$ cat src/logic/synth_pkg.sv
package synth_pkg;
  localparam int unsigned AUX_W = 12;
  localparam int unsigned MAIN_W = 12;
  localparam int unsigned SHORT_W = 4;
  localparam int unsigned SECOND2_W = 8;
  localparam int unsigned GAIN_W = 8;
  localparam int unsigned SPEED_W = 2;
  localparam int unsigned INTMUL_W = 4;
  localparam int unsigned CUR_W = 16;
  localparam logic [11:0] AUX_MIN_RATIO = 12'h003;
  localparam logic [11:0] RESET_RATIO = 12'h003;
  localparam logic [1:0] MODE_TWO = 2'h0;
  localparam logic [1:0] MODE_THREE = 2'h1;
  localparam logic [1:0] MODE_FOUR = 2'h2;
  localparam logic [1:0] SEL_FIRST = 2'h0;
  localparam logic [1:0] SEL_SECOND = 2'h1;
  localparam logic [1:0] SEL_THIRD = 2'h2;
  localparam logic [1:0] SEL_FOURTH = 2'h3;

  typedef enum logic [1:0] {
    PH_FIRST = 2'b00,
    PH_SECOND = 2'b01,
    PH_THIRD = 2'b10,
    PH_FOURTH = 2'b11
  } phase_t;

  typedef struct packed {
    logic up;
    logic down;
  } pump_t;

  typedef struct packed {
    logic [1:0] mode;
    logic [11:0] first_ratio_count;
    logic [7:0] second_ratio_count;
    logic [3:0] third_end;
    logic [3:0] fourth_end;
  } main_cfg_t;

  typedef struct packed {
    logic [7:0] gain_code;
    logic [1:0] speed_code;
    logic [3:0] int_mult;
  } pump_cfg_t;
endpackage

$ cat src/logic/pfd_core.sv
module pfd_core (
  input wire logic ref_clk_i,
  input wire logic rst_i,
  input wire logic enable_i,
  input wire logic ref_edge_i,
  input wire logic fb_edge_i,
  output synth_pkg::pump_t pump_o
);
  logic up;
  logic down;
  logic next_up;
  logic next_down;

  // Two flip-flops cleared together in the cycle both would be set, so never both high; edges in one cycle give no pulse
  always_comb
  begin
    next_up = up | ref_edge_i;
    next_down = down | fb_edge_i;
    if (!enable_i)
    begin
      next_up = 1'b0;
      next_down = 1'b0;
    end
    else if (next_up && next_down)
    begin
      next_up = 1'b0;
      next_down = 1'b0;
    end
  end

  always_ff @(posedge ref_clk_i or posedge rst_i)
  begin
    if (rst_i)
    begin
      up <= 1'b0;
      down <= 1'b0;
    end
    else
    begin
      up <= next_up;
      down <= next_down;
    end
  end

  assign pump_o.up = up;
  assign pump_o.down = down;
endmodule

$ cat src/logic/dual_pll_divider_core.sv
module dual_pll_divider_core (
  input wire logic ref_clk_i,
  input wire logic rst_i,
  input wire logic aux_clk_en_i,
  input wire logic [11:0] aux_ratio_i,
  input wire logic aux_standby_i,
  input wire logic [3:0] ref_taps_i,
  input wire logic [1:0] aux_tap_sel_i,
  input wire logic [1:0] main_tap_sel_i,
  input wire logic prescaler_edge_i,
  input wire synth_pkg::main_cfg_t main_cfg_i,
  input wire logic fractional_i,
  input wire synth_pkg::pump_cfg_t pump_cfg_i,
  input wire logic strobe_i,
  input wire logic word_a_sel_i,
  output synth_pkg::pump_t aux_pump_out_o,
  output synth_pkg::pump_t proportional_pump_out_o,
  output synth_pkg::pump_t integral_pump_out_o,
  output logic [15:0] proportional_pump_current_o,
  output logic [15:0] integral_pump_current_o,
  output logic prescaler_select_a_o,
  output logic prescaler_select_b_o,
  output logic main_cycle_o,
  output logic aux_cycle_o
);
  // Aux divider
  logic [11:0] aux_count;
  logic [11:0] next_aux_count;
  logic aux_cycle;
  logic next_aux_cycle;
  logic [11:0] aux_load;

  // Ratios below the minimum are clamped rather than stalling the loop
  always_comb
  begin
    aux_load = (aux_ratio_i < synth_pkg::AUX_MIN_RATIO) ? synth_pkg::AUX_MIN_RATIO
                                                          : aux_ratio_i;
    next_aux_count = aux_count;
    next_aux_cycle = 1'b0;
    if (aux_standby_i)
    begin
      next_aux_count = aux_load - 12'h001;
    end
    else if (aux_clk_en_i)
    begin
      if (aux_count == 12'h000)
      begin
        next_aux_count = aux_load - 12'h001;
        next_aux_cycle = 1'b1;
      end
      else
      begin
        next_aux_count = aux_count - 12'h001;
      end
    end
  end

  always_ff @(posedge ref_clk_i or posedge rst_i)
  begin
    if (rst_i)
    begin
      aux_count <= synth_pkg::RESET_RATIO;
      aux_cycle <= 1'b0;
    end
    else
    begin
      aux_count <= next_aux_count;
      aux_cycle <= next_aux_cycle;
    end
  end

  // Reference taps and their edges
  logic aux_ref;
  logic main_ref;
  logic aux_ref_d;
  logic main_ref_d;
  logic next_aux_ref_d;
  logic next_main_ref_d;

  always_comb
  begin
    aux_ref = ref_taps_i[aux_tap_sel_i];
    main_ref = ~ref_taps_i[main_tap_sel_i];
    next_aux_ref_d = aux_ref;
    next_main_ref_d = main_ref;
  end

  always_ff @(posedge ref_clk_i or posedge rst_i)
  begin
    if (rst_i)
    begin
      aux_ref_d <= 1'b0;
      main_ref_d <= 1'b0;
    end
    else
    begin
      aux_ref_d <= next_aux_ref_d;
      main_ref_d <= next_main_ref_d;
    end
  end

  pfd_core aux_pfd (
    .ref_clk_i(ref_clk_i),
    .rst_i(rst_i),
    .enable_i(~aux_standby_i),
    .ref_edge_i(aux_ref & ~aux_ref_d),
    .fb_edge_i(aux_cycle),
    .pump_o(aux_pump_out_o)
  );

  // Main up/down divider
  synth_pkg::phase_t phase;
  synth_pkg::phase_t next_phase;
  logic [11:0] main_count;
  logic [11:0] next_main_count;
  logic main_cycle;
  logic next_main_cycle;
  logic frac_pending;
  logic next_frac_pending;
  logic [11:0] second_end;
  logic [3:0] up_low;
  logic second_done;

  always_comb
  begin
    // Two-modulus span is 8 bits; other modes use the low 4 bits only
    if (main_cfg_i.mode == synth_pkg::MODE_TWO)
    begin
      second_end = {4'h0, main_cfg_i.second_ratio_count};
    end
    else
    begin
      second_end = {8'h00, main_cfg_i.second_ratio_count[3:0]};
    end
    up_low = main_count[3:0] + 4'h1;
    // Done when the up count reaches its end; end zero wraps a full 16
    // All ones marks the extra fractional cycle, which never ends the span
    second_done = main_count != 12'hFFF
                  && ((main_count + 12'h001) == second_end
                  || (second_end == 12'h000 && main_count == 12'h00F));
    next_phase = phase;
    next_main_count = main_count;
    next_main_cycle = 1'b0;
    next_frac_pending = frac_pending | fractional_i;
    if (prescaler_edge_i)
    begin
      case (phase)
        synth_pkg::PH_FIRST:
        begin
          if (main_count <= 12'h001)
          begin
            next_phase = synth_pkg::PH_SECOND;
            next_main_count = 12'h000;
          end
          else if (frac_pending && main_count == 12'h002)
          begin
            // Last first-ratio cycle becomes one extra second-ratio cycle
            next_phase = synth_pkg::PH_SECOND;
            next_main_count = 12'hFFF;
            next_frac_pending = fractional_i;
          end
          else
          begin
            next_main_count = main_count - 12'h001;
          end
        end
        synth_pkg::PH_SECOND:
        begin
          if (second_done)
          begin
            next_main_count = main_count + 12'h001;
            if (main_cfg_i.mode == synth_pkg::MODE_TWO)
            begin
              next_phase = synth_pkg::PH_FIRST;
              next_main_count = main_cfg_i.first_ratio_count;
              next_main_cycle = 1'b1;
            end
            else
            begin
              next_phase = synth_pkg::PH_THIRD;
            end
          end
          else
          begin
            next_main_count = main_count + 12'h001;
          end
        end
        synth_pkg::PH_THIRD:
        begin
          next_main_count = main_count + 12'h001;
          if (up_low == main_cfg_i.third_end)
          begin
            if (main_cfg_i.mode == synth_pkg::MODE_FOUR)
            begin
              next_phase = synth_pkg::PH_FOURTH;
            end
            else
            begin
              next_phase = synth_pkg::PH_FIRST;
              next_main_count = main_cfg_i.first_ratio_count;
              next_main_cycle = 1'b1;
            end
          end
        end
        synth_pkg::PH_FOURTH:
        begin
          next_main_count = main_count + 12'h001;
          if (up_low == main_cfg_i.fourth_end)
          begin
            next_phase = synth_pkg::PH_FIRST;
            next_main_count = main_cfg_i.first_ratio_count;
            next_main_cycle = 1'b1;
          end
        end
        default:
        begin
          next_phase = synth_pkg::PH_FIRST;
        end
      endcase
    end
  end

  always_ff @(posedge ref_clk_i or posedge rst_i)
  begin
    if (rst_i)
    begin
      phase <= synth_pkg::PH_FIRST;
      main_count <= synth_pkg::RESET_RATIO;
      main_cycle <= 1'b0;
      frac_pending <= 1'b0;
    end
    else
    begin
      phase <= next_phase;
      main_count <= next_main_count;
      main_cycle <= next_main_cycle;
      frac_pending <= next_frac_pending;
    end
  end

  // Select code follows phase register, so it changes with the phase
  assign prescaler_select_a_o = phase[0];
  assign prescaler_select_b_o = phase[1];

  synth_pkg::pump_t main_pump;

  pfd_core main_pfd (
    .ref_clk_i(ref_clk_i),
    .rst_i(rst_i),
    .enable_i(1'b1),
    .ref_edge_i(main_ref & ~main_ref_d),
    .fb_edge_i(main_cycle),
    .pump_o(main_pump)
  );

  // Pump currents in units of the resistor-derived base step
  logic speed_up;
  logic next_speed_up;
  logic strobe_d;
  logic next_strobe_d;
  logic [15:0] prop_cur;
  logic [15:0] int_cur;
  logic [15:0] next_prop_cur;
  logic [15:0] next_int_cur;
  logic [15:0] base_cur;
  logic [15:0] fast_cur;

  always_comb
  begin
    next_strobe_d = strobe_i;
    next_speed_up = speed_up;
    if (!strobe_i)
    begin
      next_speed_up = 1'b0;
    end
    else if (!strobe_d && word_a_sel_i)
    begin
      next_speed_up = 1'b1;
    end
    base_cur = {8'h00, pump_cfg_i.gain_code};
    // Widened so code 3 does not wrap to a shift of zero
    fast_cur = 16'(base_cur << ({1'b0, pump_cfg_i.speed_code} + 3'h1));
    next_prop_cur = speed_up ? fast_cur : base_cur;
    // Top product, 255 shifted by 4 then times 15, is 61200 and still fits in 16 bits
    next_int_cur = speed_up ? 16'(fast_cur * pump_cfg_i.int_mult) : 16'h0000;
  end

  always_ff @(posedge ref_clk_i or posedge rst_i)
  begin
    if (rst_i)
    begin
      strobe_d <= 1'b0;
      speed_up <= 1'b0;
      prop_cur <= 16'h0000;
      int_cur <= 16'h0000;
    end
    else
    begin
      strobe_d <= next_strobe_d;
      speed_up <= next_speed_up;
      prop_cur <= next_prop_cur;
      int_cur <= next_int_cur;
    end
  end

  assign proportional_pump_out_o = main_pump;
  assign integral_pump_out_o.up = main_pump.up & speed_up;
  assign integral_pump_out_o.down = main_pump.down & speed_up;
  assign proportional_pump_current_o = prop_cur;
  assign integral_pump_current_o = int_cur;
  assign main_cycle_o = main_cycle;
  assign aux_cycle_o = aux_cycle;
endmodule

$ cat config.mk
export PLATFORM = sky130hd
export DESIGN_NAME = dual_pll_divider_core
export DESIGN_NICKNAME = d
export VERILOG_FILES = /design/src/logic/synth_pkg.sv /design/src/logic/pfd_core.sv /design/src/logic/dual_pll_divider_core.sv
export SDC_FILE = /design/constraint.sdc
export NUM_CORES = 1
export LEC_CHECK = 0
export ABC_AREA = 1
export BUFFER_PORTS_ARGS = -buffer_cell sky130_fd_sc_hd__buf_2
export CAP_MARGIN = 25
export CELL_PAD_IN_SITES_DETAIL_PLACEMENT = 0
export CELL_PAD_IN_SITES_GLOBAL_PLACEMENT = 1
export CORE_AREA = 3 3 134 136
export CTS_BUF_LIST = sky130_fd_sc_hd__clkbuf_2 sky130_fd_sc_hd__clkbuf_4 sky130_fd_sc_hd__clkbuf_8
export CTS_CLUSTER_SIZE = 30
export DETAILED_ROUTE_END_ITERATION = 8
export DIE_AREA = 0 0 137 139
export HOLD_SLACK_MARGIN = 0.06
export PLACE_DENSITY = 0.86
export SYNTH_ARGS = -nofsm -noshare
export SYNTH_HDL_FRONTEND = slang
export SYNTH_SLANG_ARGS = --single-unit
$ cat constraint.sdc
create_clock -name ref_clk_i -period 3.1 [get_ports ref_clk_i]
set_clock_uncertainty 0.1 [all_clocks]
set_input_delay 0.155 -clock ref_clk_i [delete_from_list [all_inputs] [get_ports ref_clk_i]]
set_output_delay 0.155 -clock ref_clk_i [all_outputs]
set_load 0.02 [all_outputs]
==> flow_summary.json <==
{
  "cp_cell_sequence": "buf_12, ha_4, buf_6, nand2_2, o21ai_4, nand2_2, o21ai_4, nor2_2, fa_1, inv_1, fa_1, inv_2, ha_4, inv_2, nor3_4, a21oi_2, o21ai_2, nand2_1, inv_1, nor2_1, o21bai_1, o21ai_1, a21oi_1",
  "yosys-top-cells-count": "270 x nand2_1, 176 x inv_1, 124 x nor2_1, 86 x nand3_1, 73 x o21ai_0",
  "gp_congestion": 0.912,
  "grt_pass1_vias": 7225,
  "rsz0062_at_grt": "true",
  "cp_top_family": "adder cells",
  "critical-path-slowest-cell": "fa_1",
  "n_antenna_cell": 0,
  "crit-reg2reg-launch": "main_count[0]",
  "die-area_um2": 19000,
  "cts_buffers": 9,
  "synth_top_area_share": 0.235,
  "post-route-period-util": 1.10,
  "core_area_um2": 17100,
  "cts.path.max_buffers": 2,
  "netlist_area_um2": 6830,
  "synth_area_leaders": "dfrtp_1 23%, nand2_1 15%, inv_1 9.7%",
  "fin_crit_ps": 3410,
  "critPathRequiredTime_ps": 3270,
  "ff2ff_setup_slack_ps": 330,
  "reg2reg_to": "phase[0]",
  "htreeDepth": 3,
  "utilization": 0.546,
  "worst_slack_ps": -311,
  "vias_per_cell": 4.94,
  "nNetsFinal": 1403,
  "yosys.area.top_type": "dfrtp_1",
  "crit_type": "in -> reg",
  "drtIter0Drc": 358,
  "ys_seq_elements": 68,
  "cp-end-kind": "flip-flop",
  "crit_fanout": 5,
  "drv_slew": 0,
  "hold_viol": 0,
  "cts.sinks": 68,
  "setup_violations": 8,
  "power_density_nw_per_um2": 551,
  "ant_nets": 0,
  "avgSynthCellArea_um2": 6.44,
  "hpwlAfterDp_um": 15900,
  "die_x_um": 137,
  "synthCells": 1060,
  "grt.overflow.total": 0,
  "outcome": "finished, violations left",
  "maxCapViolations": 0,
  "die_y_um": 139,
  "antenna_found_initial": 0,
  "reg2reg_depth": 15,
  "critPathMaxStageDelay_ps": 540,
  "clkLatencyLatePin_ps": 360,
  "synth-seq-area-share": 0.250,
  "min_to": "aux_count[9]",
  "critPathArrivalTime_ps": 3580,
  "synth_edf_count": 0,
  "io_pins": 114,
  "async_reset_ff_frac": 1.00,
  "fmax_mhz": 293,
  "syn_nets": 1182,
  "drive_above_1_share": 0.300,
  "rows": 48,
  "crit_path_start_kind": "input port",
  "power.leakage_nw": 4.90,
  "slew_headroom": 0.441,
  "yosysWarnings": 0,
  "synthFlopType": "dfrtp_1",
  "track_usage": 0.221,
  "crit_buf_inv": 6,
  "drc": 0,
  "grt_pass1_wl_um": 34200,
  "wl_per_cell_um": 14.0,
  "hold_depth": 4,
  "num_vias": 7466,
  "cts-root-buf": "clkbuf_8",
  "cts.clk_slew.worst_paths_ps": 80,
  "peakVddDrop_v": 0.000268,
  "finalHoldWorstSlack_ps": 87.1,
  "min-delay-start": "aux_ratio_i[9]",
  "hold_path_class": "in -> reg",
  "failed_checks": "negative setup slack",
  "totalWireLength_um": 21100,
  "first_pass_iters": 5,
  "syn2layout_area_growth_pct": 36.3,
  "initial_core_util": 0.400,
  "port_buffers": 112,
  "cts_tree": "built",
  "synth_cell_types": 54,
  "power.total_mw": 5.13,
  "yosysMostFrequentCell": "nand2_1",
  "grt_start_max_net_pins": 40,
  "worst_slew_pin_slew_ps": 837
}
## metal layers
metal	vias up	part of all wire	track usage
li1	3767	-	-
met5	-	0	0
met1	3482	0.43	0.289
met3	33	0.047	0.0323
met2	184	0.50	0.381
met4	0	0.019	0.0536
## layout by cell type, fill, tap and decap left out, types with 14 or more instances in the layout
master and count:
nor2_1 105, inv_2 21, nand2_1 255, dlygate4sd3_1 19, nand3_1 80, inv_1 158
buf_2 110, buf_4 106, fa_1 23, nand2_2 21, nand4_1 15, o21ai_0 54
a21oi_1 36, ha_1 14, nor2_2 19, dfrtp_1 64
## stage by stage
| step | worst slack [ps] | TNS, ps | std cells | area (µm²) |
|---|---|---|---|---|
| 3_5_place_dp | -813 | -6300 | 1447 | 8300 |
| 5_1_grt | -472 | -2700 | 1510 | 9310 |
| 3_3_place_gp | -687 | -5690 | 1447 | 8300 |
| 6_report | -311 | -1290 | 1510 | 9310 |
| 2_1_floorplan | -305 | -1190 | 1060 | 7030 |
| 4_1_cts | -182 | -685 | 1505 | 9120 |
## kinds of logic (layout without fill, tap and decap cells)
kind of cell / Yosys count / after routing / synth area share
mux: 1 / 1 / 0.00147
other cells: 1 / 1 / 0.000549
xor+xnor: 21 / 21 / 0.0269
simple gates: 551 / 551 / 0.350
flops: 68 / 68 / 0.250
compound gates: 150 / 150 / 0.124
fa+ha+maj: 50 / 50 / 0.119
buf+inv: 218 / 443 / 0.129
## how the worst max path moves through the flow
| stage | from | endpoint | slack (ps) | depth (start not counted) |
|---|---|---|---|---|
| after detailed placement | pump_cfg_i[4] | integral_pump_current_o[14] | -810 | 23 |
| final | pump_cfg_i[4] | integral_pump_current_o[14] | -310 | 23 |
| after global placement | pump_cfg_i[4] | integral_pump_current_o[14] | -690 | 23 |
| after CTS | pump_cfg_i[4] | integral_pump_current_o[14] | -180 | 24 |
| after floorplan | pump_cfg_i[4] | integral_pump_current_o[14] | -310 | 22 |
| after global routing | pump_cfg_i[4] | integral_pump_current_o[14] | -470 | 23 |
## repair_timing
action / 4_1_cts / 5_1_grt
hold endpoints to repair: 51 / 0
resized for setup: 62 / 36
pin swaps: 34 / 13
setup buffers: 23 / 5
hold buffers: 19 / 0
setup endpoints to repair: 9 / 9
gates cloned: 2 / 0
## layout make-up
class | instances | area [µm²]
Fill cell | 1685 | 7750
Multi-Input combinational cell | 774 | 4740
Sequential cell | 68 | 1710
Timing Repair Buffer | 243 | 1660
Inverter | 185 | 706
Tap cell | 225 | 282
Clock buffer | 9 | 124
Clock inverter | 6 | 90.1
## worst reg2reg max path: cells and delay by family, from the launching register on
family	cells	cell delay, ps
simple gates	9	1010
fa+ha+maj	1	290
buf+inv	2	150
compound gates	3	490
flops	1	630
## where the power goes
part	leakage (nW)	switching (mW)	internal, mW
Combinational	3.94	1.82	1.25
Clock	0.105	0.371	0.450
Sequential	0.853	0.196	1.04
## flip-flops by register name, indices dropped and copies added (netlist names)
signal                       count
aux_pfd.up                       1
main_ref_d                       1
main_pfd.down                    1
main_pfd.up                      1
speed_up                         1
frac_pending                     1
phase                            2
aux_count                       12
proportional_pump_current_o     15
main_cycle_o                     1
integral_pump_current_o         16
strobe_d                         1
aux_pfd.down                     1
aux_ref_d                        1
aux_cycle_o                      1
main_count                      12
Note: power is estimated with default switching activity, not from simulation.
